===== src/core/ssi_params.svh =====
// register map, field positions, reset values and timing for the status indicator
// assumes a 200 MHz aclk and a 32-bit AXI4-Lite register port
`ifndef SSI_PARAMS_SVH
`define SSI_PARAMS_SVH

// ************
// timing
// ************
`define SSI_CLK_MHZ        200
`define SSI_HALF_SEC_MS    500
`define SSI_HALF_SEC_CYC   (`SSI_HALF_SEC_MS * 1000 * `SSI_CLK_MHZ)
`define SSI_PAUSE_TICKS    3'h4
`define SSI_BEEP_BURSTS    3'h5

// ************
// fault codes
// ************
`define SSI_CODE_MIN       4'h2
`define SSI_CODE_BEEP_MAX  4'h9
`define SSI_CODE_MAX       4'hA

// ************
// register offsets
// ************
`define SSI_OFF_CTRL       8'h00
`define SSI_OFF_FAULT      8'h04
`define SSI_OFF_SECURITY   8'h08
`define SSI_OFF_HOOD       8'h0C
`define SSI_OFF_STATUS     8'h10
`define SSI_OFF_MASK       8'h14
`define SSI_OFF_WAKE       8'h18

// ************
// fields
// ************
`define SSI_CTRL_BOOT      3
`define SSI_ST_INTR        0
`define SSI_ST_WAKE        1
`define SSI_ST_FAULT       2
`define SSI_SEC_RESET      6'h30
`define SSI_RESP_OKAY      2'h0
`define SSI_RESP_SLVERR    2'h2

`endif


===== src/core/ssi_pkg.sv =====
// types shared by the status indicator
// assumes ssi_params.svh is compiled alongside
package ssi_pkg;

  typedef enum logic [2:0] {
    SSI_S0 = 3'h0,
    SSI_S1 = 3'h1,
    SSI_S3 = 3'h3,
    SSI_S4 = 3'h4,
    SSI_S5 = 3'h5
  } ssi_pstate_e;

  typedef enum logic [1:0] {
    SSI_FS_IDLE  = 2'h0,
    SSI_FS_ON    = 2'h1,
    SSI_FS_OFF   = 2'h2,
    SSI_FS_PAUSE = 2'h3
  } ssi_fstate_e;

endpackage


===== src/core/ssi_top.sv =====
// status indicator: LED/beeper patterns, intrusion latch, wake qualifier,
// interface disables, hood solenoid drive and fan requests
// assumes AXI4-Lite master on aclk; pin inputs synchronous to aclk
//
// Decided for this implementation: the register offsets and register access over AXI4-Lite.
`timescale 1ns/1ps
`include "ssi_params.svh"

module ssi_top #(
  parameter int ADDR_W       = 8,
  parameter int HALF_SEC_CYC = `SSI_HALF_SEC_CYC
) (
  input  wire logic              aclk,
  input  wire logic              aresetn,
  input  wire logic              rtc_rstn,
  input  wire logic [ADDR_W-1:0] s_axi_awaddr,
  input  wire logic              s_axi_awvalid,
  output logic                   s_axi_awready,
  input  wire logic [31:0]       s_axi_wdata,
  input  wire logic [3:0]        s_axi_wstrb,
  input  wire logic              s_axi_wvalid,
  output logic                   s_axi_wready,
  output logic [1:0]             s_axi_bresp,
  output logic                   s_axi_bvalid,
  input  wire logic              s_axi_bready,
  input  wire logic [ADDR_W-1:0] s_axi_araddr,
  input  wire logic              s_axi_arvalid,
  output logic                   s_axi_arready,
  output logic [31:0]            s_axi_rdata,
  output logic [1:0]             s_axi_rresp,
  output logic                   s_axi_rvalid,
  input  wire logic              s_axi_rready,
  input  wire logic              cover_n,
  input  wire logic [7:0]        wake_src,
  input  wire logic              cpu_hot,
  input  wire logic              psu_hot,
  output logic                   led_green,
  output logic                   led_red,
  output logic                   beep,
  output logic                   wake_req,
  output logic                   serial_dis,
  output logic                   parallel_dis,
  output logic                   usb_dis,
  output logic                   diskette_dis,
  output logic                   media_wr_en,
  output logic                   media_boot_en,
  output logic                   hood_lock,
  output logic                   hood_unlock,
  output logic                   fan_on,
  output logic                   fan_high,
  output logic                   irq
);

  generate
    if (ADDR_W < 8 || HALF_SEC_CYC < 2) begin : g_bad
      $error("ssi_top: ADDR_W must be >= 8 and HALF_SEC_CYC >= 2");
    end
  endgenerate

  // ************
  // helpers
  // ************
  function automatic logic [15:0] merge16(input logic [15:0] old, input logic [31:0] d,
                                          input logic [3:0] be);
    merge16 = {be[1] ? d[15:8] : old[15:8], be[0] ? d[7:0] : old[7:0]};
  endfunction

  function automatic logic is_blink_state(input logic [2:0] ps);
    is_blink_state = (ps == ssi_pkg::SSI_S1) || (ps == ssi_pkg::SSI_S3);
  endfunction

  function automatic logic is_off_state(input logic [2:0] ps);
    is_off_state = (ps == ssi_pkg::SSI_S4) || (ps == ssi_pkg::SSI_S5);
  endfunction

  // ************
  // AXI4-Lite slave
  // ************
  logic [ADDR_W-1:0] aw_addr_reg;
  logic [31:0]       w_data_reg;
  logic [3:0]        w_strb_reg;
  logic              aw_full_reg;
  logic              w_full_reg;
  logic              wr_go;
  logic              wr_hit;
  logic              rd_hit;
  logic [31:0]       rd_data;
  logic [7:0]        waddr;
  logic [7:0]        raddr;

  assign wr_go = aw_full_reg && w_full_reg && !s_axi_bvalid;
  assign waddr = aw_addr_reg[7:0];
  assign raddr = s_axi_araddr[7:0];

  always_ff @(posedge aclk) begin
    if (!aresetn) begin
      aw_full_reg   <= 1'b0;
      w_full_reg    <= 1'b0;
      s_axi_awready <= 1'b1;
      s_axi_wready  <= 1'b1;
      s_axi_bvalid  <= 1'b0;
      s_axi_bresp   <= `SSI_RESP_OKAY;
      aw_addr_reg   <= '0;
      w_data_reg    <= '0;
      w_strb_reg    <= '0;
    end else begin
      if (s_axi_awvalid && s_axi_awready) begin
        aw_addr_reg   <= s_axi_awaddr;
        aw_full_reg   <= 1'b1;
        s_axi_awready <= 1'b0;
      end
      if (s_axi_wvalid && s_axi_wready) begin
        w_data_reg   <= s_axi_wdata;
        w_strb_reg   <= s_axi_wstrb;
        w_full_reg   <= 1'b1;
        s_axi_wready <= 1'b0;
      end
      if (wr_go) begin
        s_axi_bvalid <= 1'b1;
        s_axi_bresp  <= wr_hit ? `SSI_RESP_OKAY : `SSI_RESP_SLVERR;
        aw_full_reg  <= 1'b0;
        w_full_reg   <= 1'b0;
      end
      if (s_axi_bvalid && s_axi_bready) begin
        s_axi_bvalid  <= 1'b0;
        s_axi_awready <= 1'b1;
        s_axi_wready  <= 1'b1;
      end
    end
  end

  always_ff @(posedge aclk) begin
    if (!aresetn) begin
      s_axi_arready <= 1'b1;
      s_axi_rvalid  <= 1'b0;
      s_axi_rdata   <= '0;
      s_axi_rresp   <= `SSI_RESP_OKAY;
    end else if (s_axi_arvalid && s_axi_arready) begin
      s_axi_arready <= 1'b0;
      s_axi_rvalid  <= 1'b1;
      s_axi_rdata   <= rd_data;
      s_axi_rresp   <= rd_hit ? `SSI_RESP_OKAY : `SSI_RESP_SLVERR;
    end else if (s_axi_rvalid && s_axi_rready) begin
      s_axi_rvalid  <= 1'b0;
      s_axi_arready <= 1'b1;
    end
  end

  // ************
  // software registers
  // ************
  logic [2:0]  pstate_reg;
  logic        boot_done_reg;
  logic [5:0]  security_reg;
  logic [1:0]  hood_reg;
  logic [2:1]  status_reg;
  logic [2:0]  status_all;
  logic [2:0]  mask_reg;
  logic [7:0]  wake_snap_reg;
  logic        intr_latch_reg;
  logic [3:0]  fault_code_reg;
  logic        fault_act_reg;
  logic [2:0]  burst_cnt_reg;
  logic [15:0] ctrl_next;
  logic [15:0] w16;
  logic        fault_start;
  logic        wake_hit;

  assign ctrl_next = merge16({12'h000, boot_done_reg, pstate_reg}, w_data_reg, w_strb_reg);
  assign w16       = merge16(16'h0000, w_data_reg, w_strb_reg);
  assign fault_start = wr_go && waddr == `SSI_OFF_FAULT && w_strb_reg[0] && !fault_act_reg
                       && w_data_reg[3:0] >= `SSI_CODE_MIN && w_data_reg[3:0] <= `SSI_CODE_MAX;

  always_comb begin
    wr_hit = 1'b1;
    case (waddr)
      `SSI_OFF_CTRL, `SSI_OFF_FAULT, `SSI_OFF_SECURITY, `SSI_OFF_HOOD,
      `SSI_OFF_STATUS, `SSI_OFF_MASK, `SSI_OFF_WAKE: wr_hit = 1'b1;
      default: wr_hit = 1'b0;
    endcase
  end

  always_comb begin
    rd_hit  = 1'b1;
    rd_data = 32'h0000_0000;
    case (raddr)
      `SSI_OFF_CTRL:     rd_data = {28'h0, boot_done_reg, pstate_reg};
      `SSI_OFF_FAULT:    rd_data = {21'h0, burst_cnt_reg, 3'h0, fault_act_reg, fault_code_reg};
      `SSI_OFF_SECURITY: rd_data = {26'h0, security_reg};
      `SSI_OFF_HOOD:     rd_data = {30'h0, hood_reg};
      `SSI_OFF_STATUS:   rd_data = {22'h0, fan_high, fan_on, 5'h0, status_all};
      `SSI_OFF_MASK:     rd_data = {29'h0, mask_reg};
      `SSI_OFF_WAKE:     rd_data = {24'h0, wake_snap_reg};
      default:           rd_hit = 1'b0;
    endcase
  end

  always_ff @(posedge aclk) begin
    if (!aresetn) begin
      pstate_reg    <= ssi_pkg::SSI_S0;
      boot_done_reg <= 1'b0;
      security_reg  <= `SSI_SEC_RESET;
      hood_reg      <= 2'h0;
      mask_reg      <= 3'h0;
    end else if (wr_go) begin
      case (waddr)
        `SSI_OFF_CTRL: begin
          pstate_reg    <= ctrl_next[2:0];
          boot_done_reg <= ctrl_next[`SSI_CTRL_BOOT];
        end
        `SSI_OFF_SECURITY: security_reg <= w16[5:0];
        `SSI_OFF_HOOD:     hood_reg     <= w16[1:0];
        `SSI_OFF_MASK:     mask_reg     <= w16[2:0];
        default: ;
      endcase
    end
  end

  // ************
  // intrusion latch and sticky status
  // ************
  // battery domain reset only; a system reset must not forget a cover removal
  always_ff @(posedge aclk) begin
    if (!rtc_rstn) begin
      intr_latch_reg <= 1'b0;
    end else if (!cover_n) begin
      intr_latch_reg <= 1'b1;
    end else if (wr_go && waddr == `SSI_OFF_STATUS && w16[`SSI_ST_INTR] && boot_done_reg) begin
      intr_latch_reg <= 1'b0;
    end
  end

  always_comb begin
    wake_hit = |wake_src[7:5] && is_blink_state(pstate_reg);
    if (is_blink_state(pstate_reg) || is_off_state(pstate_reg)) begin
      wake_hit = wake_hit || |wake_src[4:0];
    end
  end

  always_ff @(posedge aclk) begin
    if (!aresetn) begin
      status_reg[2:1] <= 2'h0;
      wake_snap_reg   <= 8'h00;
      wake_req        <= 1'b0;
    end else begin
      wake_req <= wake_hit;
      if (wake_hit) begin
        wake_snap_reg <= wake_src;
      end
      // set wins over a simultaneous write-one clear
      if (wake_hit) begin
        status_reg[`SSI_ST_WAKE] <= 1'b1;
      end else if (wr_go && waddr == `SSI_OFF_STATUS && w16[`SSI_ST_WAKE]) begin
        status_reg[`SSI_ST_WAKE] <= 1'b0;
      end
      if (fault_start) begin
        status_reg[`SSI_ST_FAULT] <= 1'b1;
      end else if (wr_go && waddr == `SSI_OFF_STATUS && w16[`SSI_ST_FAULT]) begin
        status_reg[`SSI_ST_FAULT] <= 1'b0;
      end
    end
  end

  // intrusion bit lives in the battery domain, so it is merged here, not stored twice
  assign status_all = {status_reg, intr_latch_reg};

  // ************
  // half-second time base and fault sequencer
  // ************
  logic [31:0]             half_cnt_reg;
  logic                    tick;
  logic [1:0]              gphase_reg;
  logic [3:0]              blink_cnt_reg;
  logic [2:0]              pause_cnt_reg;
  ssi_pkg::ssi_fstate_e    fst_reg;

  assign tick = (half_cnt_reg == 32'(HALF_SEC_CYC - 1));

  always_ff @(posedge aclk) begin
    if (!aresetn || fault_start || tick) begin
      half_cnt_reg <= 32'h0000_0000;
    end else begin
      half_cnt_reg <= half_cnt_reg + 32'h0000_0001;
    end
  end

  always_ff @(posedge aclk) begin
    if (!aresetn) begin
      gphase_reg <= 2'h0;
    end else if (tick) begin
      gphase_reg <= gphase_reg + 2'h1;
    end
  end

  always_ff @(posedge aclk) begin
    if (!aresetn) begin
      fst_reg        <= ssi_pkg::SSI_FS_IDLE;
      fault_act_reg  <= 1'b0;
      fault_code_reg <= 4'h0;
      blink_cnt_reg  <= 4'h0;
      pause_cnt_reg  <= 3'h0;
      burst_cnt_reg  <= 3'h0;
    end else begin
      case (fst_reg)
        ssi_pkg::SSI_FS_IDLE: begin
          if (fault_start) begin
            fault_act_reg  <= 1'b1;
            fault_code_reg <= w_data_reg[3:0];
            blink_cnt_reg  <= 4'h0;
            fst_reg        <= ssi_pkg::SSI_FS_ON;
          end
        end
        ssi_pkg::SSI_FS_ON: begin
          if (tick) begin
            fst_reg <= ssi_pkg::SSI_FS_OFF;
          end
        end
        ssi_pkg::SSI_FS_OFF: begin
          if (tick) begin
            if (blink_cnt_reg + 4'h1 == fault_code_reg) begin
              blink_cnt_reg <= 4'h0;
              pause_cnt_reg <= 3'h0;
              fst_reg       <= ssi_pkg::SSI_FS_PAUSE;
            end else begin
              blink_cnt_reg <= blink_cnt_reg + 4'h1;
              fst_reg       <= ssi_pkg::SSI_FS_ON;
            end
          end
        end
        ssi_pkg::SSI_FS_PAUSE: begin
          if (tick) begin
            if (pause_cnt_reg == `SSI_PAUSE_TICKS - 3'h1) begin
              fst_reg <= ssi_pkg::SSI_FS_ON;
              if (burst_cnt_reg != `SSI_BEEP_BURSTS) begin
                burst_cnt_reg <= burst_cnt_reg + 3'h1;
              end
            end else begin
              pause_cnt_reg <= pause_cnt_reg + 3'h1;
            end
          end
        end
        default: fst_reg <= ssi_pkg::SSI_FS_IDLE;
      endcase
    end
  end

  // ************
  // pin outputs
  // ************
  always_ff @(posedge aclk) begin
    if (!aresetn) begin
      led_green <= 1'b0;
      led_red   <= 1'b0;
      beep      <= 1'b0;
    end else if (fault_act_reg) begin
      led_green <= 1'b0;
      led_red   <= (fst_reg == ssi_pkg::SSI_FS_ON);
      // piezo only; the chassis speaker is never driven from here
      beep      <= (fst_reg == ssi_pkg::SSI_FS_ON) && fault_code_reg <= `SSI_CODE_BEEP_MAX
                   && burst_cnt_reg != `SSI_BEEP_BURSTS;
    end else begin
      led_red   <= 1'b0;
      beep      <= 1'b0;
      if (is_blink_state(pstate_reg)) begin
        led_green <= !gphase_reg[1];
      end else begin
        led_green <= !is_off_state(pstate_reg);
      end
    end
  end

  always_ff @(posedge aclk) begin
    if (!aresetn) begin
      serial_dis    <= 1'b0;
      parallel_dis  <= 1'b0;
      usb_dis       <= 1'b0;
      diskette_dis  <= 1'b0;
      media_wr_en   <= 1'b1;
      media_boot_en <= 1'b1;
      hood_lock     <= 1'b0;
      hood_unlock   <= 1'b0;
      fan_on        <= 1'b1;
      fan_high      <= 1'b0;
      irq           <= 1'b0;
    end else begin
      {media_boot_en, media_wr_en} <= security_reg[5:4];
      {diskette_dis, usb_dis, parallel_dis, serial_dis} <= security_reg[3:0];
      // both commands at once would fight the solenoid; drive neither
      hood_lock     <= hood_reg[0] && !hood_reg[1];
      hood_unlock   <= hood_reg[1] && !hood_reg[0];
      fan_high      <= cpu_hot;
      fan_on        <= (pstate_reg == ssi_pkg::SSI_S0) || cpu_hot || psu_hot;
      irq           <= |(status_all & mask_reg);
    end
  end
endmodule


===== config.mk =====
export PLATFORM = sky130hd
export DESIGN_NAME = ssi_top
export DESIGN_NICKNAME = d
export VERILOG_FILES = /design/src/core/ssi_pkg.sv /design/src/core/ssi_top.sv
export VERILOG_INCLUDE_DIRS = /design/src /design/src/core
export SDC_FILE = /design/constraint.sdc
export NUM_CORES = 1
export LEC_CHECK = 0
export BUFFER_PORTS_ARGS = -buffer_cell sky130_fd_sc_hd__buf_2
export CAP_MARGIN = 10
export CORE_AREA = 2 2 124 126
export DETAILED_ROUTE_END_ITERATION = 10
export DIE_AREA = 0 0 126 128
export GPL_TIMING_DRIVEN = 0
export PLACE_DENSITY_LB_ADDON = 0.12
export SKIP_CTS_REPAIR_TIMING = 1
export SLEW_MARGIN = 10
export SYNTH_ARGS = -nofsm -noshare
export SYNTH_HDL_FRONTEND = slang
export SYNTH_SLANG_ARGS = --single-unit
export TNS_END_PERCENT = 20

===== constraint.sdc =====
create_clock -name aclk -period 2.86 [get_ports aclk]
set_clock_uncertainty 0.1 [all_clocks]
set_input_delay 0.143 -clock aclk [delete_from_list [all_inputs] [get_ports aclk]]
set_output_delay 0.143 -clock aclk [all_outputs]
set_load 0.01 [all_outputs]

==> results of run 1 <==
[power by group through the flow]
stage	registers, mW	logic (mW)	clock network (mW)
4_1_cts	1.83	0.263	2.34
2_1_floorplan	1.86	0.173	0
6_report	1.83	0.294	2.29
3_3_place_gp	1.86	0.256	0
3_5_place_dp	1.87	0.262	0
5_1_grt	1.83	0.328	2.41
[routing by layer]
metal / global-route usage / vias to the layer above
met5: 0 / -
met4: 0.0821 / 2
met3: 0.0451 / 15
met2: 0.296 / 121
met1: 0.228 / 2361
li1: - / 2573
[area by class of cell]
type | count | area (µm²)
timing repair buffer | 100 | 646
clock buffer | 17 | 425
inverter | 20 | 75.1
sequential | 127 | 2540
clock inverter | 15 | 210
buffer | 52 | 288
multi-input combinational | 487 | 2960
fill | 1435 | 7480
tap | 188 | 235
[placed cells by master, fill, tap and decap left out, types with 3 or more instances in the layout]
cell             n
dfxtp_1        127
mux2i_1         25
a21oi_1         49
o21ai_0         14
o211ai_1         4
mux2_2           3
nand2_1         65
nand4_1         15
bufinv_16        4
and2_1          13
clkbuf_1        23
nor4_1          13
buf_2           76
a31oi_1          3
conb_1          23
and4_1           8
nand2b_1         9
clkinv_4         5
xnor2_1         29
o31ai_1          4
buf_4           23
inv_1           20
ha_1            11
nor3_1          16
clkbuf_16       17
a211oi_1         4
or3_1            3
a22oi_1          5
dlygate4sd3_1   29
xor2_1           8
nor2_1          75
o22ai_1          3
nand3_1         37
and3_1           9
[kinds of logic after synthesis]
| logic type | count (synthesis) | synth area share |
|---|---|---|
| XOR/XNOR | 38 | 0.0601 |
| AO/OA/AOI/OAI | 101 | 0.107 |
| buffers and inverters | 72 | 0.0627 |
| flip-flops | 127 | 0.440 |
| adder cells (fa/ha/maj) | 11 | 0.0238 |
| multiplexers | 29 | 0.0530 |
| AND/OR/NAND/NOR | 285 | 0.253 |
| other | 1 | 0.000648 |
[worst paths after layout]
path                                          to
worst max-delay path              intr_latch_reg
worst min-delay path            blink_cnt_reg[3]
worst max register to register    intr_latch_reg
worst min register to register    s_axi_rdata[6]
[critical path, delay by kind of cell (launching register included)]
| kind | cells | cell delay, ns |
|---|---|---|
| AOI/OAI and AO/OA | 2 | 0.34 |
| DFF | 1 | 0.31 |
| buffers and inverters | 1 | 0.56 |
| and+or+nand+nor | 3 | 0.87 |
==> flow_summary.json, run 1 <==
{
  "synth.distinct_cells": 63,
  "finalCriticalPeriod_ns": 2.30,
  "rows": 45,
  "yosysMostFrequentCell": "dfxtp_1",
  "drtIter0Drc": 310,
  "topRoutingLayerUsed": "met5",
  "setup_viol": 0,
  "grt_pass1_vias": 4839,
  "dieArea_um2": 16100,
  "gp_congestion": 0.821,
  "route.met3.wl_um": 730,
  "ys_seq_area_frac": 0.440,
  "nNetsFinal": 887,
  "holdPathStages": 4,
  "worstPathArrival_ns": 2.50,
  "numCtsBuffers": 17,
  "area_growth_syn_to_layout_pct": 27.7,
  "cellInternalPower_mw": 3.40,
  "worst_slack_ns": 0.560,
  "core_area_um2": 14900,
  "async_flop_share": 0,
  "crit_path_end_kind": "flop",
  "max_stage_delay_ns": 0.58,
  "hold_class": "input port to flop",
  "synth_edf_count": 0,
  "finalCritPeriodShare": 0.804,
  "synth_top_area_share": 0.440,
  "syn_avg_cell_area_um2": 8.71,
  "diodes": 0,
  "dr.pass1.iters": 4,
  "maxSlewHeadroom": 0.458,
  "synth_flop_cell": "dfxtp_1",
  "crit_path_top_delay_cell": "or4_4",
  "dp.cells": 945,
  "io_buffer_count": 71,
  "grt_pass1_wl_um": 23500,
  "comb_power_share": 0.067,
  "largest_reg_flops": 32,
  "yosysTopAreaCell": "dfxtp_1",
  "outcome": "finished clean",
  "netlist_top_cells_count": "127 x dfxtp_1, 75 x nor2_1, 65 x nand2_1",
  "r2r_setup_slack_ns": 0.56,
  "placed_area_um2": 6460,
  "overflow": 0,
  "p_leak_nw": 2.95,
  "initial_utilization": 0.389,
  "drcViolationCount": 0,
  "rsz0062_at_grt": "false",
  "synth_warnings": 0,
  "required_ns": 3.06,
  "peakVddDrop_v": 0.000410,
  "final_max_slew_viol_count": 0,
  "vias": 5072,
  "wl_met2_um": 6880,
  "crit_chain": "or4_4 > nor2_1 > nand4b_1 > o21ai_0 > a21boi_0 > dlygate4sd3_1",
  "power.density_nw_per_um2": 597,
  "crit_fanout": 4,
  "power_switching_mw": 1.01,
  "startpoint": "aw_addr_reg[6]",
  "whs_ns": 0.0176,
  "clkLatencyLatePin_ns": 0.42,
  "max_freq_mhz": 435,
  "drive_above_1_share": 0.181,
  "totalWireLength_um": 14600,
  "antenna_found_initial": 1,
  "syn_inst": 664,
  "wl_per_cell_um": 14.5,
  "met1_length_um": 6750,
  "seqPwrFrac": 0.415,
  "cts_htree_levels": 4,
  "die_w_um": 126,
  "chipHeight_um": 128,
  "switching_share": 0.229,
  "cts_tree": "yes",
  "synth_area_leaders": "dfxtp_1 44%, nor2_1 4.9%, xnor2_1 4.4%, mux2i_1 4.3%, a21oi_1 4.2%",
  "grt.total_usage": 0.182,
  "tightest_slew_ns": 0.807,
  "viasPerCell": 5.04,
  "pin_count": 127,
  "r2r_start": "aw_addr_reg[6]",
  "drv_cap": 0,
  "critPathKind": "flop to flop",
  "hold_start": "aresetn",
  "clkSinkCount": 127,
  "ant_nets": 0,
  "cts_root_buffer": "clkbuf_16",
  "clk_pin_slew_worst_paths_ns": 0.06,
  "fin_cells": 1006,
  "fin_util": 0.497,
  "crit_path_start_kind": "flop",
  "grt_start_max_net_pins": 17,
  "hold_viol": 0,
  "fin_setup_tns_ns": 0,
  "ff2ff_path_depth": 6,
  "synthesis.area_um2": 5780,
  "fin_area_um2": 7380,
  "dp_slack_ns": 0.671,
  "clockBufferDepth": 2,
  "p_total_mw": 4.41,
  "p_clk_frac": 0.519,
  "ys_ff_latch": 127,
  "dp_hpwl_um": 10800
}
Note: power is estimated with default switching activity, not from simulation.
==> run 2: changes to the inputs <==
==> constraint.sdc (replaced) <==
create_clock -name aclk -period 2.05 [get_ports aclk]
set_clock_uncertainty 0.1 [all_clocks]
set_input_delay 0.1025 -clock aclk [delete_from_list [all_inputs] [get_ports aclk]]
set_output_delay 0.1025 -clock aclk [all_outputs]
set_load 0.01 [all_outputs]
==> run 2 against run 1 <==
  * The run now ends with negative hold slack, negative setup slack left
  * Total power grew 40%
  * Die area is the same
  * Via count grew 0.87%
  * Largest cell class unchanged
==> flow_summary.json, run 2 (synthesized netlist as in run 1, its figures left out) <==
{
  "area_growth_syn_to_layout_pct": 29.8,
  "pin_count": 127,
  "crit_chain": "or4_4 > nor3_4 > a21boi_1 > a2111oi_1 > o22ai_1",
  "dr.pass1.iters": 4,
  "numCtsBuffers": 17,
  "wl_per_cell_um": 14.5,
  "drv_cap": 0,
  "violations": "negative hold slack, negative setup slack",
  "dp_hpwl_um": 10800,
  "clkLatencyLatePin_ns": 0.42,
  "top_usage_layer": "met2",
  "overflow": 0,
  "crit_path_start_kind": "flop",
  "max_freq_mhz": 473,
  "switching_share": 0.231,
  "hold_class": "input port to flop",
  "p_clk_frac": 0.518,
  "initial_utilization": 0.389,
  "gr-usage-met3": 0.0451,
  "finalCritPeriodShare": 1.03,
  "drcViolationCount": 0,
  "setup_viol": 30,
  "die_w_um": 126,
  "grt_pass1_vias": 4839,
  "fin_util": 0.505,
  "gp_congestion": 0.821,
  "rows": 45,
  "dieArea_um2": 16100,
  "drtIter0Drc": 292,
  "viasPerCell": 5.07,
  "crit_fanout": 5,
  "nNetsFinal": 890,
  "clockBufferDepth": 2,
  "final_max_slew_viol_count": 0,
  "clkSinkCount": 127,
  "grt_pass1_wl_um": 23500,
  "whs_ns": -0.0119,
  "max_stage_delay_ns": 0.60,
  "required_ns": 2.23,
  "finalCriticalPeriod_ns": 2.12,
  "io_buffer_count": 71,
  "peakVddDrop_v": 0.000572,
  "core_area_um2": 14900,
  "p_leak_nw": 3.00,
  "maxSlewHeadroom": 0.430,
  "outcome": "finished, violations left",
  "ant_nets": 0,
  "critPathKind": "flop to flop",
  "vias": 5116,
  "totalWireLength_um": 14600,
  "grtUsageMet1": 0.228,
  "cellInternalPower_mw": 4.75,
  "crit_path_top_delay_cell": "or4_4",
  "critPathBufInv": 0,
  "largest_reg_flops": 32,
  "final_common_cell": "dfxtp_1",
  "seqPwrFrac": 0.413,
  "antenna_found_initial": 0,
  "tightest_slew_ns": 0.850,
  "cts_root_buffer": "clkbuf_16",
  "grt_start_max_net_pins": 17,
  "worstPathArrival_ns": 2.30,
  "diodes": 0,
  "power_switching_mw": 1.43,
  "final_cell_mix": "125 x dfxtp_1, 75 x nor2_1, 73 x buf_2, 65 x nand2_1, 49 x a21oi_1",
  "cts_tree": "yes",
  "chipHeight_um": 128,
  "comb_power_share": 0.069,
  "hold_viol": 3,
  "worst_slack_ns": -0.0657,
  "use_met2": 0.296,
  "grt.total_usage": 0.182,
  "crit_path_end_kind": "flop",
  "cpLargestDelayFamily": "simple AND/OR/NAND/NOR gates",
  "clk_pin_slew_worst_paths_ns": 0.06,
  "dp_slack_ns": -0.139,
  "power.density_nw_per_um2": 822,
  "drive_above_1_share": 0.196,
  "rsz0062_at_grt": "true",
  "cts_htree_levels": 4
}
[run 2: layout make-up]
class / count / area (µm²)
Clock buffer: 17 / 425
Inverter: 20 / 75.1
Sequential cell: 127 / 2550
Multi-Input combinational cell: 487 / 3050
Fill cell: 1414 / 7360
Tap cell: 188 / 235
Buffer: 52 / 295
Timing Repair Buffer: 103 / 674
Clock inverter: 15 / 210
[run 2: metrics by stage]
step	hold slack, ns	instances	power, mW	cell area, µm²	TNS, ns
2_1_floorplan	0.108	686	2.84	5870	0
3_3_place_gp	0.194	945	2.96	6460	-3.36
3_5_place_dp	0.199	945	2.97	6460	-4.79
4_1_cts	-0.246	977	6.18	7090	-5.39
5_1_grt	0.0242	1009	6.40	7510	-5.20
6_report	-0.0119	1009	6.18	7510	-0.812
[run 2: layer usage]
| metal | wire length, µm | share of wire |
|---|---|---|
| met3 | 723 | 0.049 |
| met5 | 0 | 0 |
| met4 | 333 | 0.023 |
| met2 | 6780 | 0.46 |
| met1 | 6790 | 0.46 |
[run 2: worst paths after layout]
kind                   from  cells past startpoint          endpoint  slack [ns]
max reg2reg  aw_addr_reg[0]                      5  blink_cnt_reg[3]       -0.07
min            s_axi_wvalid                      2      s_axi_wready       -0.01
min reg2reg  s_axi_rdata[6]                      2    s_axi_rdata[6]        0.35
max          aw_addr_reg[0]                      5  blink_cnt_reg[3]       -0.07
[run 2: worst register-to-register path, delay by kind of cell (launching register included)]
family | cells | cell delay [ns]
and+or+nand+nor | 2 | 0.92
AOI/OAI and AO/OA | 3 | 0.65
DFF | 1 | 0.31
[run 2: power by group through the flow]
stage	registers, mW	clock network, mW	logic, mW
after floorplan	2.60	0	0.241
after global placement	2.60	0	0.358
after detailed placement	2.60	0	0.366
after CTS	2.55	3.26	0.367
after global routing	2.56	3.37	0.471
final	2.55	3.20	0.424
